[config.mk]
export PLATFORM = sky130hd
export DESIGN_NAME = vco_subsystem_control_regs
export DESIGN_NICKNAME = d
export VERILOG_FILES = /design/src/hdl/vco_ctrl_pkg.sv /design/src/hdl/aux_cfg_if.sv /design/src/hdl/vco_subsystem_control_regs.sv /design/src/hdl/aux_output_driver.sv
export SDC_FILE = /design/constraint.sdc
export NUM_CORES = 1
export LEC_CHECK = 0
export BUFFER_PORTS_ARGS = -buffer_cell sky130_fd_sc_hd__buf_2
export CELL_PAD_IN_SITES_DETAIL_PLACEMENT = 1
export CELL_PAD_IN_SITES_GLOBAL_PLACEMENT = 1
export CORE_ASPECT_RATIO = 0.7
export CORE_UTILIZATION = 45
export CTS_BUF_LIST = sky130_fd_sc_hd__clkbuf_4
export CTS_CLUSTER_SIZE = 12
export DETAILED_ROUTE_END_ITERATION = 8
export PLACE_DENSITY_LB_ADDON = 0.1
export SYNTH_ARGS = -nofsm -noshare
export SYNTH_HDL_FRONTEND = slang
export SYNTH_SLANG_ARGS = --single-unit
[constraint.sdc]
create_clock -name sys_clk -period 1.85 [get_ports sys_clk]
set_clock_uncertainty 0.2 [all_clocks]
set_input_delay 0.37 -clock sys_clk [delete_from_list [all_inputs] [get_ports sys_clk]]
set_output_delay 0.37 -clock sys_clk [all_outputs]
set_load 0.1 [all_outputs]
[src/hdl/vco_ctrl_pkg.sv]
// constants for the vco subsystem control register bank
// assumes 24-bit registers reached by word index on the register port
package vco_ctrl_pkg;
   // ==========================================================
   // register indices
   localparam logic [5:0] aux_out_ctrl_addr = 6'h14;
   localparam logic [5:0] manual_osc_cfg_addr = 6'h15;
   localparam logic [5:0] gain_div_addr = 6'h16;
   localparam int reg_width = 24;
   // ==========================================================
   // reset values
   localparam logic [23:0] aux_out_ctrl_reset = 24'h000220;
   localparam logic [23:0] manual_osc_cfg_reset = 24'h0F48A0;
   localparam logic [23:0] gain_div_reset = 24'h0006C1;
   // ==========================================================
   // auxiliary output control fields
   localparam int aux_serial_mode_bit = 0;
   localparam int aux_value_lsb = 1;
   localparam int aux_level_bit = 4;
   localparam int phase_sync_bit = 9;
   localparam int aux_route_lsb = 10;
   localparam int aux_idle_lsb = 12;
   // ==========================================================
   // manual oscillator config fields
   localparam int manual_cal_bit = 0;
   localparam int cap_switch_lsb = 1;
   localparam int subband_lsb = 6;
   localparam int manual_tune_bit = 9;
   localparam int charge_pump_scale_bit = 16;
   // ==========================================================
   // gain and divider fields
   localparam int divide_lsb = 0;
   localparam int carrier_gain_lsb = 6;
   localparam int second_gain_lsb = 8;
   localparam int divider_gain_bit = 10;
   localparam logic [5:0] divide_max = 6'h3E;
   // ==========================================================
   // idle drive of disabled auxiliary outputs
   typedef enum logic [1:0] {
      idle_hiz,
      idle_driven,
      idle_high,
      idle_low
   } aux_idle_type;
endpackage

[src/hdl/aux_cfg_if.sv]
// carrier between the register bank and the auxiliary output driver
// assumes both ends run on the same clock
`timescale 1ns/1ps
interface aux_cfg_if;
   logic serial_mode; // 1: serial port, 0: static outputs
   logic [2:0] static_value; // static output values
   logic [1:0] route; // status routing, 0 none
   vco_ctrl_pkg::aux_idle_type idle; // drive state while disabled
   logic [2:0] serial_bits; // serial port signals
   logic status; // multiplexed status level
   logic enable; // auxiliary port enabled
   modport bank (output serial_mode, static_value, route, idle, serial_bits, status, enable);
   modport driver (input serial_mode, static_value, route, idle, serial_bits, status, enable);
endinterface

[src/hdl/vco_subsystem_control_regs.sv]
// vco subsystem control register bank with auxiliary output control
// assumes a register port driven by logic on sys_clk, chip enable from a pin
//
// Functional notes
// RL1: bit 0 picks serial port or static outputs
// RL2: static mode drives pins from bits 3:1
// RL3: bit 4 selects 1.8 V or 3.3 V
// RL4: chip enable triggers phase sync in exact mode
// RL5: bits 11:10 route status to one pin
// RL6: bits 13:12 set disabled output drive state
// RL7: bit 0 enables manual calibration
// RL8: sub-band bits 8:6, capacitor bits 5:1
// RL9: bit 9 enables manual tuning
// RL10: bit 16 enables charge pump auto-scaling
// RL11: divide ratio mute, fundamental, even, rounded down
// RL12: first buffer gain, 3 dB steps
// RL13: second buffer gain, same encoding
// RL14: divider stage gain, max or minus 3 dB
// RL15: seed sets output phase at sync
// RL16: host writes reserved bits with reset values
`timescale 1ns/1ps
module vco_subsystem_control_regs (
   // clock and reset
   input wire logic sys_clk,
   input wire logic nrst,
   // register port
   input wire logic reg_wr,
   input wire logic reg_rd,
   input wire logic [5:0] reg_addr,
   input wire logic [23:0] reg_wdata,
   output logic [23:0] reg_rdata,
   output logic reg_rvalid,
   // device context
   input wire logic chip_en_pin,
   input wire logic exact_freq_mode,
   input wire logic [23:0] phase_seed,
   input wire logic status_in,
   input wire logic aux_enable,
   input wire logic [2:0] aux_serial_bits,
   // auxiliary pins
   output logic [2:0] aux_out,
   output logic [2:0] aux_oe_n,
   output logic aux_level_3v3,
   // phase synchronisation
   output logic phase_sync_pulse,
   output logic [23:0] phase_value,
   // oscillator controls
   output logic manual_cal_en,
   output logic [4:0] cap_switch,
   output logic [2:0] subband,
   output logic manual_tune_en,
   output logic charge_pump_scale_en,
   // divider and gains
   output logic rf_mute,
   output logic [5:0] rf_divide,
   output logic [1:0] mix_carrier_output_gain,
   output logic [1:0] second_carrier_output_gain,
   output logic divider_stage_gain
);
   logic [23:0] auxiliary_output_control; // aux port setup
   logic [23:0] manual_oscillator_config; // manual calibration setup
   logic [23:0] gain_and_divider; // divide ratio and gains
   logic chip_en_meta; // first sync stage
   logic chip_en_sync; // second sync stage
   logic chip_en_last; // for edge detection
   logic [5:0] next_divide; // effective divide ratio
   logic [5:0] divide_field; // raw divide field

   aux_cfg_if aux_cfg ();

   // ==========================================================
   // register writes; reserved bits stored as written
   always_ff @(posedge sys_clk or negedge nrst) begin
      if (!nrst) begin
         auxiliary_output_control <= vco_ctrl_pkg::aux_out_ctrl_reset;
         manual_oscillator_config <= vco_ctrl_pkg::manual_osc_cfg_reset;
         gain_and_divider <= vco_ctrl_pkg::gain_div_reset;
      end else if (reg_wr) begin
         // host keeps reserved fields at reset values
         case (reg_addr) // RL16
            vco_ctrl_pkg::aux_out_ctrl_addr: auxiliary_output_control <= reg_wdata;
            vco_ctrl_pkg::manual_osc_cfg_addr: manual_oscillator_config <= reg_wdata;
            vco_ctrl_pkg::gain_div_addr: gain_and_divider <= reg_wdata;
            default: ; // unmapped writes ignored
         endcase
      end
   end

   // ==========================================================
   // register reads, answered one cycle later
   always_ff @(posedge sys_clk or negedge nrst) begin
      if (!nrst) begin
         reg_rdata <= 24'h000000;
         reg_rvalid <= 1'b0;
      end else begin
         reg_rvalid <= reg_rd;
         if (reg_rd) begin
            case (reg_addr)
               vco_ctrl_pkg::aux_out_ctrl_addr: reg_rdata <= auxiliary_output_control;
               vco_ctrl_pkg::manual_osc_cfg_addr: reg_rdata <= manual_oscillator_config;
               vco_ctrl_pkg::gain_div_addr: reg_rdata <= gain_and_divider;
               default: reg_rdata <= 24'h000000; // unmapped reads zero
            endcase
         end
      end
   end

   // ==========================================================
   // chip enable pin synchroniser
   always_ff @(posedge sys_clk or negedge nrst) begin
      if (!nrst) begin
         chip_en_meta <= 1'b0;
         chip_en_sync <= 1'b0;
         chip_en_last <= 1'b0;
      end else begin
         chip_en_meta <= chip_en_pin;
         chip_en_sync <= chip_en_meta;
         chip_en_last <= chip_en_sync;
      end
   end

   // ==========================================================
   // phase sync trigger on rising chip enable
   always_ff @(posedge sys_clk or negedge nrst) begin
      if (!nrst) begin
         phase_sync_pulse <= 1'b0;
         phase_value <= 24'h000000;
      end else begin
         phase_sync_pulse <= 1'b0;
         if (chip_en_sync && !chip_en_last && exact_freq_mode
             && auxiliary_output_control[vco_ctrl_pkg::phase_sync_bit]) begin // RL4
            phase_sync_pulse <= 1'b1;
            // phase = 2 pi * seed / 2^24
            phase_value <= phase_seed; // RL15
         end
      end
   end

   // ==========================================================
   // auxiliary driver configuration
   assign aux_cfg.serial_mode = auxiliary_output_control[vco_ctrl_pkg::aux_serial_mode_bit];
   assign aux_cfg.static_value = auxiliary_output_control[vco_ctrl_pkg::aux_value_lsb +: 3];
   assign aux_cfg.route = auxiliary_output_control[vco_ctrl_pkg::aux_route_lsb +: 2];
   assign aux_cfg.idle = vco_ctrl_pkg::aux_idle_type'(
      auxiliary_output_control[vco_ctrl_pkg::aux_idle_lsb +: 2]);
   assign aux_cfg.serial_bits = aux_serial_bits;
   assign aux_cfg.status = status_in;
   assign aux_cfg.enable = aux_enable;

   // pin drive of the three auxiliary outputs
   aux_output_driver u_aux (
      .sys_clk(sys_clk),
      .nrst(nrst),
      .cfg(aux_cfg.driver),
      .aux_out(aux_out),
      .aux_oe_n(aux_oe_n)
   );

   // ==========================================================
   // divide ratio decode
   assign divide_field = gain_and_divider[vco_ctrl_pkg::divide_lsb +: 6];
   always_comb begin
      if (divide_field > vco_ctrl_pkg::divide_max) begin
         next_divide = vco_ctrl_pkg::divide_max; // RL11
      end else if (divide_field <= 6'h02) begin
         next_divide = divide_field; // mute, fundamental or 2
      end else begin
         next_divide = {divide_field[5:1], 1'b0}; // RL11
      end
   end

   // ==========================================================
   // auxiliary level select output
   // plain copy of the bit; the pad supply switch itself sits outside
   always_ff @(posedge sys_clk or negedge nrst) begin
      if (!nrst) begin
         aux_level_3v3 <= vco_ctrl_pkg::aux_out_ctrl_reset[vco_ctrl_pkg::aux_level_bit];
      end else begin
         aux_level_3v3 <= auxiliary_output_control[vco_ctrl_pkg::aux_level_bit]; // RL3
      end
   end

   // ==========================================================
   // oscillator control outputs
   // reset values come from the register reset word so the two never drift
   always_ff @(posedge sys_clk or negedge nrst) begin
      if (!nrst) begin
         manual_cal_en <= vco_ctrl_pkg::manual_osc_cfg_reset[vco_ctrl_pkg::manual_cal_bit];
         cap_switch <= vco_ctrl_pkg::manual_osc_cfg_reset[vco_ctrl_pkg::cap_switch_lsb +: 5];
         subband <= vco_ctrl_pkg::manual_osc_cfg_reset[vco_ctrl_pkg::subband_lsb +: 3];
         manual_tune_en <= vco_ctrl_pkg::manual_osc_cfg_reset[vco_ctrl_pkg::manual_tune_bit];
         charge_pump_scale_en <=
            vco_ctrl_pkg::manual_osc_cfg_reset[vco_ctrl_pkg::charge_pump_scale_bit];
      end else begin
         manual_cal_en <= manual_oscillator_config[vco_ctrl_pkg::manual_cal_bit]; // RL7
         cap_switch <= manual_oscillator_config[vco_ctrl_pkg::cap_switch_lsb +: 5]; // RL8
         subband <= manual_oscillator_config[vco_ctrl_pkg::subband_lsb +: 3]; // RL8
         manual_tune_en <= manual_oscillator_config[vco_ctrl_pkg::manual_tune_bit]; // RL9
         charge_pump_scale_en <=
            manual_oscillator_config[vco_ctrl_pkg::charge_pump_scale_bit]; // RL10
      end
   end

   // ==========================================================
   // divider and gain outputs
   // the reset divide ratio is a valid one, so raw and decoded agree at reset
   always_ff @(posedge sys_clk or negedge nrst) begin
      if (!nrst) begin
         rf_mute <= (vco_ctrl_pkg::gain_div_reset[vco_ctrl_pkg::divide_lsb +: 6] == 6'h00);
         rf_divide <= vco_ctrl_pkg::gain_div_reset[vco_ctrl_pkg::divide_lsb +: 6];
         mix_carrier_output_gain <=
            vco_ctrl_pkg::gain_div_reset[vco_ctrl_pkg::carrier_gain_lsb +: 2];
         second_carrier_output_gain <=
            vco_ctrl_pkg::gain_div_reset[vco_ctrl_pkg::second_gain_lsb +: 2];
         divider_stage_gain <= vco_ctrl_pkg::gain_div_reset[vco_ctrl_pkg::divider_gain_bit];
      end else begin
         rf_mute <= (divide_field == 6'h00); // RL11
         rf_divide <= next_divide;
         mix_carrier_output_gain <=
            gain_and_divider[vco_ctrl_pkg::carrier_gain_lsb +: 2]; // RL12
         second_carrier_output_gain <=
            gain_and_divider[vco_ctrl_pkg::second_gain_lsb +: 2]; // RL13
         divider_stage_gain <= gain_and_divider[vco_ctrl_pkg::divider_gain_bit]; // RL14
      end
   end
endmodule

[src/hdl/aux_output_driver.sv]
// registered drive of the three auxiliary outputs
// assumes configuration from the register bank on the same clock
`timescale 1ns/1ps
module aux_output_driver (
   // clock and reset
   input wire logic sys_clk,
   input wire logic nrst,
   // configuration
   aux_cfg_if.driver cfg,
   // pins, oe low while driving
   output logic [2:0] aux_out,
   output logic [2:0] aux_oe_n
);
   logic [2:0] next_out; // chosen levels
   logic [2:0] next_oe_n; // chosen enables

   // ==========================================================
   // output selection per pin
   genvar i;
   generate
      for (i = 0; i < 3; i++) begin : g_pin
         always_comb begin
            if (!cfg.enable) begin
               // disabled: idle drive state
               case (cfg.idle)
                  vco_ctrl_pkg::idle_hiz: begin
                     next_out[i] = 1'b0;
                     next_oe_n[i] = 1'b1; // RL6
                  end
                  vco_ctrl_pkg::idle_driven: begin
                     next_out[i] = cfg.serial_mode ? cfg.serial_bits[i] : cfg.static_value[i];
                     next_oe_n[i] = 1'b0; // RL6
                  end
                  vco_ctrl_pkg::idle_high: begin
                     next_out[i] = 1'b1; // RL6
                     next_oe_n[i] = 1'b0;
                  end
                  default: begin
                     next_out[i] = 1'b0; // RL6
                     next_oe_n[i] = 1'b0;
                  end
               endcase
            end else if (cfg.route == 2'(i + 1)) begin
               // status replaces this pin
               next_out[i] = cfg.status; // RL5
               next_oe_n[i] = 1'b0;
            end else if (cfg.serial_mode) begin
               next_out[i] = cfg.serial_bits[i]; // RL1
               next_oe_n[i] = 1'b0;
            end else begin
               next_out[i] = cfg.static_value[i]; // RL2
               next_oe_n[i] = 1'b0;
            end
         end
      end
   endgenerate

   // ==========================================================
   // pin registers, high impedance after reset
   always_ff @(posedge sys_clk or negedge nrst) begin
      if (!nrst) begin
         aux_out <= 3'h0;
         aux_oe_n <= 3'h7;
      end else begin
         aux_out <= next_out;
         aux_oe_n <= next_oe_n;
      end
   end
endmodule

Word level (Yosys, flattened, before mapping)
Cells that the tools add are included.
{"block": "word_totals", "register_bits": 153, "in_bits": 65, "output_inout_bits": 80, "word_cells": 60}
{"block": "op_classes", "n_lt_le_gt_ge": 2, "eq_ne": 8, "n_mux": 18, "reduce_logical": 9}
{"cell": "case mux 24 bit (3 select lines)", "count": 1}
{"cell": "equality test 6 x 5 -> 1 bit, second input constant", "count": 3}
{"cell": "2-to-1 mux 1 bit", "count": 13}
{"cell": "equality test 2 bit, second input constant", "count": 3}
{"cell": "greater-than comparator 6 bit, second input constant", "count": 1}
{"cell": "<= comparator 6 x 2 -> 1 bit, second input constant", "count": 1}
{"cell": "logical NOT 6 bit", "count": 1}
{"cell": "2-to-1 mux 6 bit", "count": 1}
{"cell": "case mux 1 bit (2 select lines)", "count": 3}
{"cell": "AND reduction 2 bit", "count": 3}
{"cell": "equality test 2 x 1 -> 1 bit, second input constant", "count": 2}
{"cell": "logical AND 1 bit", "count": 3}
{"cell": "logical NOT 2 bit", "count": 1}
{"cell": "logical NOT 1 bit", "count": 1}

Longest topological paths before layout
Gate-level depths: netlist (run 1).
{"block": "depth", "ltp_word": 5, "depth_mapped": 6, "ltp_nobuf": 5}

Cells and area by module
A second synthesis (run 1) with hierarchy kept.
{"block": "hier_totals", "cells_unflattened": 412, "area_unflattened_um2": 6132.1}
{"mod": "vco_subsystem_control_regs", "instances": 1, "cells_each": 381, "area_per_inst_um2": 5825.6, "seq_area_each_um2": 3757.4}
{"mod": "aux_output_driver", "instances": 1, "cells_each": 31, "area_per_inst_um2": 306.5, "seq_area_each_um2": 101.3}

Worst setup path before layout (run 1)
No wires, ideal clock.
{"block": "synth_path", "path_kind": "input port to flip-flop", "start": "input port reg_addr[3]", "end": "register manual_oscillator_config[10]", "setup_ns": 0.125, "t_arrival_ns": 1.504, "t_required_ns": 1.525, "setup_slack_ns": 0.021, "stages": 5, "n_path_buf": 2, "path_cell_list": "and4bb_4 -> and4b_1 -> buf_6 -> buf_12 -> mux2_2"}
{"block": "synth_via", "elab_chain_cells": 2}
{"element": "from (decl)", "line": "vco_subsystem_control_regs.sv:29", "source": "input wire logic [5:0] reg_addr,"}
{"element": "equality test 6 x 5 -> 1 bit", "line": "vco_subsystem_control_regs.sv:80", "source": "case (reg_addr)"}
{"element": "AND reduction 2 bit (no source line)"}
{"element": "to (signal assigned)", "line": "vco_subsystem_control_regs.sv:76", "source": "manual_oscillator_config <= vco_ctrl_pkg::manual_osc_cfg_reset;"}
{"element": "to (signal assigned)", "line": "vco_subsystem_control_regs.sv:82", "source": "vco_ctrl_pkg::manual_osc_cfg_addr: manual_oscillator_config <= reg_wdata;"}
{"element": "to (decl)", "line": "vco_subsystem_control_regs.sv:61", "source": "logic [23:0] manual_oscillator_config;"}
No other way between the ends.
A chain may end at the register's enable or synchronous reset.

==> results of run 1 <==
-- per-layer routing --
metal / vias to the layer above / share of wire / wire [um]
li1: 1902 / - / -
met1: 2209 / 0.43 / 7210
met2: 117 / 0.52 / 8720
met3: 12 / 0.047 / 800
met4: 0 / 0.0088 / 148
met5: - / 0 / 0
-- Yosys cell counts (2+ instances only) --
cell type | number | area share
nand3b_1 | 2 | 0.0024
mux2i_1 | 27 | 0.044
buf_4 | 4 | 0.0049
a2bb2oi_1 | 24 | 0.034
buf_12 | 2 | 0.0065
buf_6 | 5 | 0.0092
mux2_4 | 2 | 0.0049
a21o_1 | 2 | 0.0024
dfstp_2 | 24 | 0.10
inv_1 | 28 | 0.017
o21ai_0 | 3 | 0.0024
dfrtp_1 | 129 | 0.53
nor2b_1 | 2 | 0.0020
mux2_2 | 95 | 0.17
nand2_1 | 2 | 0.0012
clkbuf_1 | 14 | 0.0086
buf_2 | 5 | 0.0041
o22ai_1 | 24 | 0.025
ha_1 | 3 | 0.0061
o31ai_1 | 2 | 0.0024
-- cell type report --
| type | instances | area (um^2) |
|---|---|---|
| multi-input combinational | 201 | 1960 |
| sequential | 153 | 3860 |
| clock inverter | 14 | 148 |
| antenna | 1 | 2.50 |
| inverter | 28 | 105 |
| fill | 1284 | 4810 |
| tap | 185 | 231 |
| timing repair buffer | 222 | 1970 |
| clock buffer | 18 | 135 |
-- state kept, by name (all words and copies together), names as in the netlist, 3 cells and up --
register,cells
rf_divide,6
reg_rdata,24
cap_switch,5
gain_and_divider,24
u_aux.aux_out,3
subband,3
manual_oscillator_config,24
phase_value,24
auxiliary_output_control,24
-- per-stage QoR --
| stage | area [um^2] | hold WS, ps | std cells | utilization |
|---|---|---|---|---|
| final | 8420 | 72.1 | 822 | 0.637 |
| after global routing | 8420 | 44.0 | 822 | 0.637 |
| after CTS | 8290 | 35.2 | 821 | 0.627 |
| after detailed placement | 7160 | 88.9 | 735 | 0.541 |
| after global placement | 7160 | 86.4 | 735 | 0.541 |
| after floorplan | 6130 | -126 | 412 | - |
-- where the power goes --
part / internal, mW / switching [mW]
registers: 3.83 / 0.325
logic: 0.995 / 2.27
clock network: 0.823 / 1.23
total: 5.65 / 3.82
-- final timing paths --
| kind | start | endpoint | cells past startpoint | slack, ps |
|---|---|---|---|---|
| min reg2reg | gain_and_divider[7] | mix_carrier_output_gain[1] | 0 | 180 |
| min in group sys_clk | aux_serial_bits[2] | u_aux.aux_out[2] | 4 | 120 |
| max reg2reg | auxiliary_output_control[9] | phase_value[0] | 3 | 240 |
| max in group asynchronous | nrst | gain_and_divider[0] | 3 | 710 |
| max | u_aux.aux_oe_n[0] | aux_oe_n[1] | 1 | -60 |
| min | nrst | subband[0] | 2 | 70 |
-- what timing repair did --
item                       in CTS  in global routing
buffers inserted                0                  0
cloned                          0                  0
resized for setup             106                 33
pin swaps                       0                  0
setup endpoints to repair      80                 39
hold endpoints to repair      237                  0
hold buffers                   54                  0
-- logic make-up after synthesis --
group           synth area share
flops                      0.630
mux                        0.224
buf+inv                   0.0504
compound gates            0.0684
simple gates              0.0216
fa+ha+maj                0.00613
==> results.py, run 1 <==
metrics = {
    "worst_setup_path": {
        "crit_chain": "buf_12",
        "path_class": "register to output port",
        "startpoint_type": "register",
        "worst-path-max-fanout": 3,
        "arrival_ps": 1340,
        "cp_slowest_cell": "dfstp_2",
        "required_ps": 1280,
        "crit_family": "flip-flops",
        "crit_path_max_incr_delay_ps": 630,
        "worst-path-buf-inv": 1,
        "end_kind": "output port",
    },
    "global_routing": {
        "use_met1": 0.319,
        "grt_max_degree": 43,
        "grt_usage": 0.246,
        "grt_antenna_before_repair": 1,
        "use_met2": 0.413,
        "grt_pass1_vias": 4677,
        "grt_pass1_wl_um": 25700,
        "use_met3": 0.0530,
        "grt_overflow": 0,
        "busiest_layer": "met2",
    },
    "outcome": {
        "status": "finished with violations",
        "violations": "negative setup slack",
    },
    "drt": {
        "wl_um": 16900,
        "drt-initial-drc-count": 165,
        "vias": 4240,
        "drc": 0,
        "drtPass1Iterations": 4,
        "viasPerCell": 5.16,
        "ant_nets": 0,
        "wl_per_cell_um": 20.5,
    },
    "power": {
        "peakVddDrop_v": 0.000511,
        "p_leak_nw": 4.08,
        "p_per_area_nw_per_um2": 1120,
        "power_mw": 9.47,
    },
    "clock_network": {
        "path_clk_slew_ps": 140,
        "cts_buffer_depth": 2,
        "ctsRootBufferMaster": "clkbuf_4",
        "clkSinkCount": 153,
        "cts_tree": "built",
        "htreeDepth": 4,
        "cts_buffers": 17,
        "clk_latency_ps": 530,
    },
    "floorplan": {
        "io_pins": 145,
        "core_area_um2": 13200,
        "dieArea_um2": 14100,
        "fp.dieW_um": 141,
        "num_rows": 35,
        "die_h_um": 99.6,
        "start_util": 0.463,
    },
    "placed_design": {
        "gp_congestion": 0.747,
        "io_buffers": 144,
        "hpwl_um": 10800,
        "post-place-ws_ps": -153,
    },
    "timing": {
        "maxSlewHeadroom": 0.761,
        "hold_viol": 0,
        "grt_setup_unrepaired": "true",
        "timing.setup.tns_ps": -206,
        "drv_slew": 0,
        "worstMarginPinSlew_ps": 359,
        "min_period_ps": 1910,
        "fin_crit_sh": 1.03,
        "setup-violations-final": 5,
        "fin_ws_ps": -61.3,
        "maxClockFrequency_mhz": 523,
    },
    "synth": {
        "synthCells": 412,
        "synthArstFlopShare": 1.00,
        "postSynthAreaPerCell_um2": 14.9,
        "ys_seq_area_frac": 0.630,
        "yosysWarnings": 0,
        "yosysUniqueCellTypes": 33,
        "synth_seq_cells": 153,
        "ys.flop_type": "dfrtp_1",
        "synth_edf_count": 0,
        "synth_area_um2": 6130,
        "synth_nets": 480,
    },
    "cells_and_area": {
        "area_growth_pct": 37.4,
        "layout.nets": 691,
        "final_common_cell": "dfrtp_1",
        "final_layout_size_suffix_gt1_frac": 0.513,
        "final_cell_mix": "dfrtp_1 (127), mux2_2 (95), buf_2 (63)",
    },
    "min_path": {
        "hold_class": "input pin to async pin",
    },
    "flow_run": {
        "cap_viol_max_count": 0,
    },
}
No activity file was read; power rests on OpenSTA's default activity.
==> inputs of run 2 (changes only) <==
Settings changed: CORE_UTILIZATION 45 to 49, SLEW_MARGIN set to 20.
Clock period 1.85 ns to 2.2 ns, I/O delays scaled along.
==> results.py, run 2 (synthesized netlist as in run 1, its figures left out) <==
metrics = {
    "outcome": {
        "status": "finished clean",
    },
    "worst_setup_path": {
        "end_kind": "output port",
        "worst-path-buf-inv": 1,
        "crit_family": "flip-flops",
        "startpoint_type": "register",
        "arrival_ps": 1500,
        "crit_path_max_incr_delay_ps": 540,
        "worst-path-max-fanout": 1,
        "path_class": "register to output port",
        "cp_slowest_cell": "dfstp_2",
        "crit_chain": "buf_2",
        "required_ps": 1560,
    },
    "timing": {
        "maxSlewHeadroom": 0.646,
        "drv_slew": 0,
        "grt_setup_unrepaired": "false",
        "setup-violations-final": 0,
        "hold_slack_ps": 44.1,
        "hold_viol": 0,
        "fin_crit_sh": 0.975,
        "worstMarginPinSlew_ps": 535,
        "maxClockFrequency_mhz": 466,
        "min_period_ps": 2140,
    },
    "floorplan": {
        "dieArea_um2": 13000,
        "fp.dieW_um": 136,
        "io_pins": 145,
        "die_h_um": 95.6,
        "start_util": 0.513,
        "num_rows": 33,
        "core_area_um2": 11900,
    },
    "clock_network": {
        "htreeDepth": 4,
        "path_clk_slew_ps": 120,
        "cts_buffers": 17,
        "ctsRootBufferMaster": "clkbuf_4",
        "clk_latency_ps": 580,
        "cts_tree": "built",
        "clkSinkCount": 153,
        "cts_buffer_depth": 2,
    },
    "drt": {
        "drtPass1Iterations": 4,
        "ant_nets": 0,
        "vias": 4137,
        "drt-initial-drc-count": 192,
        "viasPerCell": 5.29,
        "drc": 0,
        "wl_per_cell_um": 21.0,
        "wl_um": 16500,
    },
    "power": {
        "p_leak_nw": 3.96,
        "peakVddDrop_v": 0.000787,
        "p_per_area_nw_per_um2": 971,
    },
    "global_routing": {
        "grt_antenna_before_repair": 1,
        "grt_overflow": 0,
        "grt_pass1_wl_um": 25600,
        "grt_pass1_vias": 4525,
        "grt_max_degree": 47,
        "grt_usage": 0.273,
    },
    "cells_and_area": {
        "final_cell_mix": "buf_2 (134), dfrtp_1 (129), mux2_2 (95)",
        "utilization": 0.657,
        "final_layout_size_suffix_gt1_frac": 0.505,
        "area_growth_pct": 28.0,
        "fillers": 1177,
        "regArea_um2": 3860,
        "final_area_um2": 7840,
        "final_common_cell": "buf_2",
        "layout.nets": 679,
        "multiInputGateArea_um2": 1960,
        "final_cells": 782,
    },
    "placed_design": {
        "hpwl_um": 10000,
        "io_buffers": 144,
        "dp_cells": 698,
        "gp_congestion": 0.763,
        "place_area_um2": 7040,
    },
    "flow_run": {
        "cap_viol_max_count": 0,
    },
    "min_path": {
        "hold_class": "input pin to register",
    },
}
==> run 2: cell types whose count changed in the layout (fill, tap and decap cells not counted), sizes merged, moves of 2 or more <==
cell / previous run / this run
buf: 168 / 151
dlygate4sd3: 54 / 51
clkinv: 5 / 7
clkinvlp: 4 / 2
clkbuf: 18 / 25
inv: 31 / 33
==> run 2: path summary, 6_finish.rpt <==
path	startpoint	to	slack [ps]	depth (start not counted)
min in group asynchronous	nrst	phase_value[2]	110	2
hold reg to reg	gain_and_divider[10]	divider_stage_gain	190	0
hold / removal	status_in	u_aux.aux_out[1]	40	3
max in group asynchronous	nrst	gain_and_divider[9]	940	3
setup / recovery	subband[1]	subband[1]	60	1
setup reg to reg	auxiliary_output_control[9]	phase_value[1]	620	3
==> run 2: cell type report <==
cell class | instances | area share
Antenna cell | 1 | 0.000319
Clock buffer | 17 | 0.0163
Clock inverter | 15 | 0.0183
Inverter | 28 | 0.0134
Multi-Input combinational cell | 201 | 0.250
Sequential cell | 153 | 0.492
Tap cell | 157 | 0.0250
Timing Repair Buffer | 210 | 0.185
==> run 2: metal layers <==
layer / vias up / wire (um) / GRT usage
li1: 1870 / - / -
met2: 110 / 8230 / 0.454
met3: 23 / 633 / 0.0537
met4: 0 / 246 / 0.0983
met1: 2134 / 7340 / 0.360
met5: - / 0 / 0
==> run 2: where the power goes <==
part / internal [mW] / switching [mW]
Sequential: 3.22 / 0.237
Combinational: 0.597 / 1.89
Clock: 0.583 / 1.09
Total: 4.40 / 3.21
==> run 2: what timing repair did <==
item,in CTS,in global routing
endpoints found under the hold margin,233,0
resized for setup,1,8
buffers inserted,0,0
setup endpoints to repair,4,8
hold buffers,51,0
==> run 2: through the flow <==
step	total power, mW	worst slack [ps]	setup TNS, ps
floorplan	5.37	301	0
global placement	5.81	136	0
detailed placement	5.89	108	0
CTS	7.63	-11.0	-29.7
global route	7.92	0.930	0
finish	7.61	55.4	0
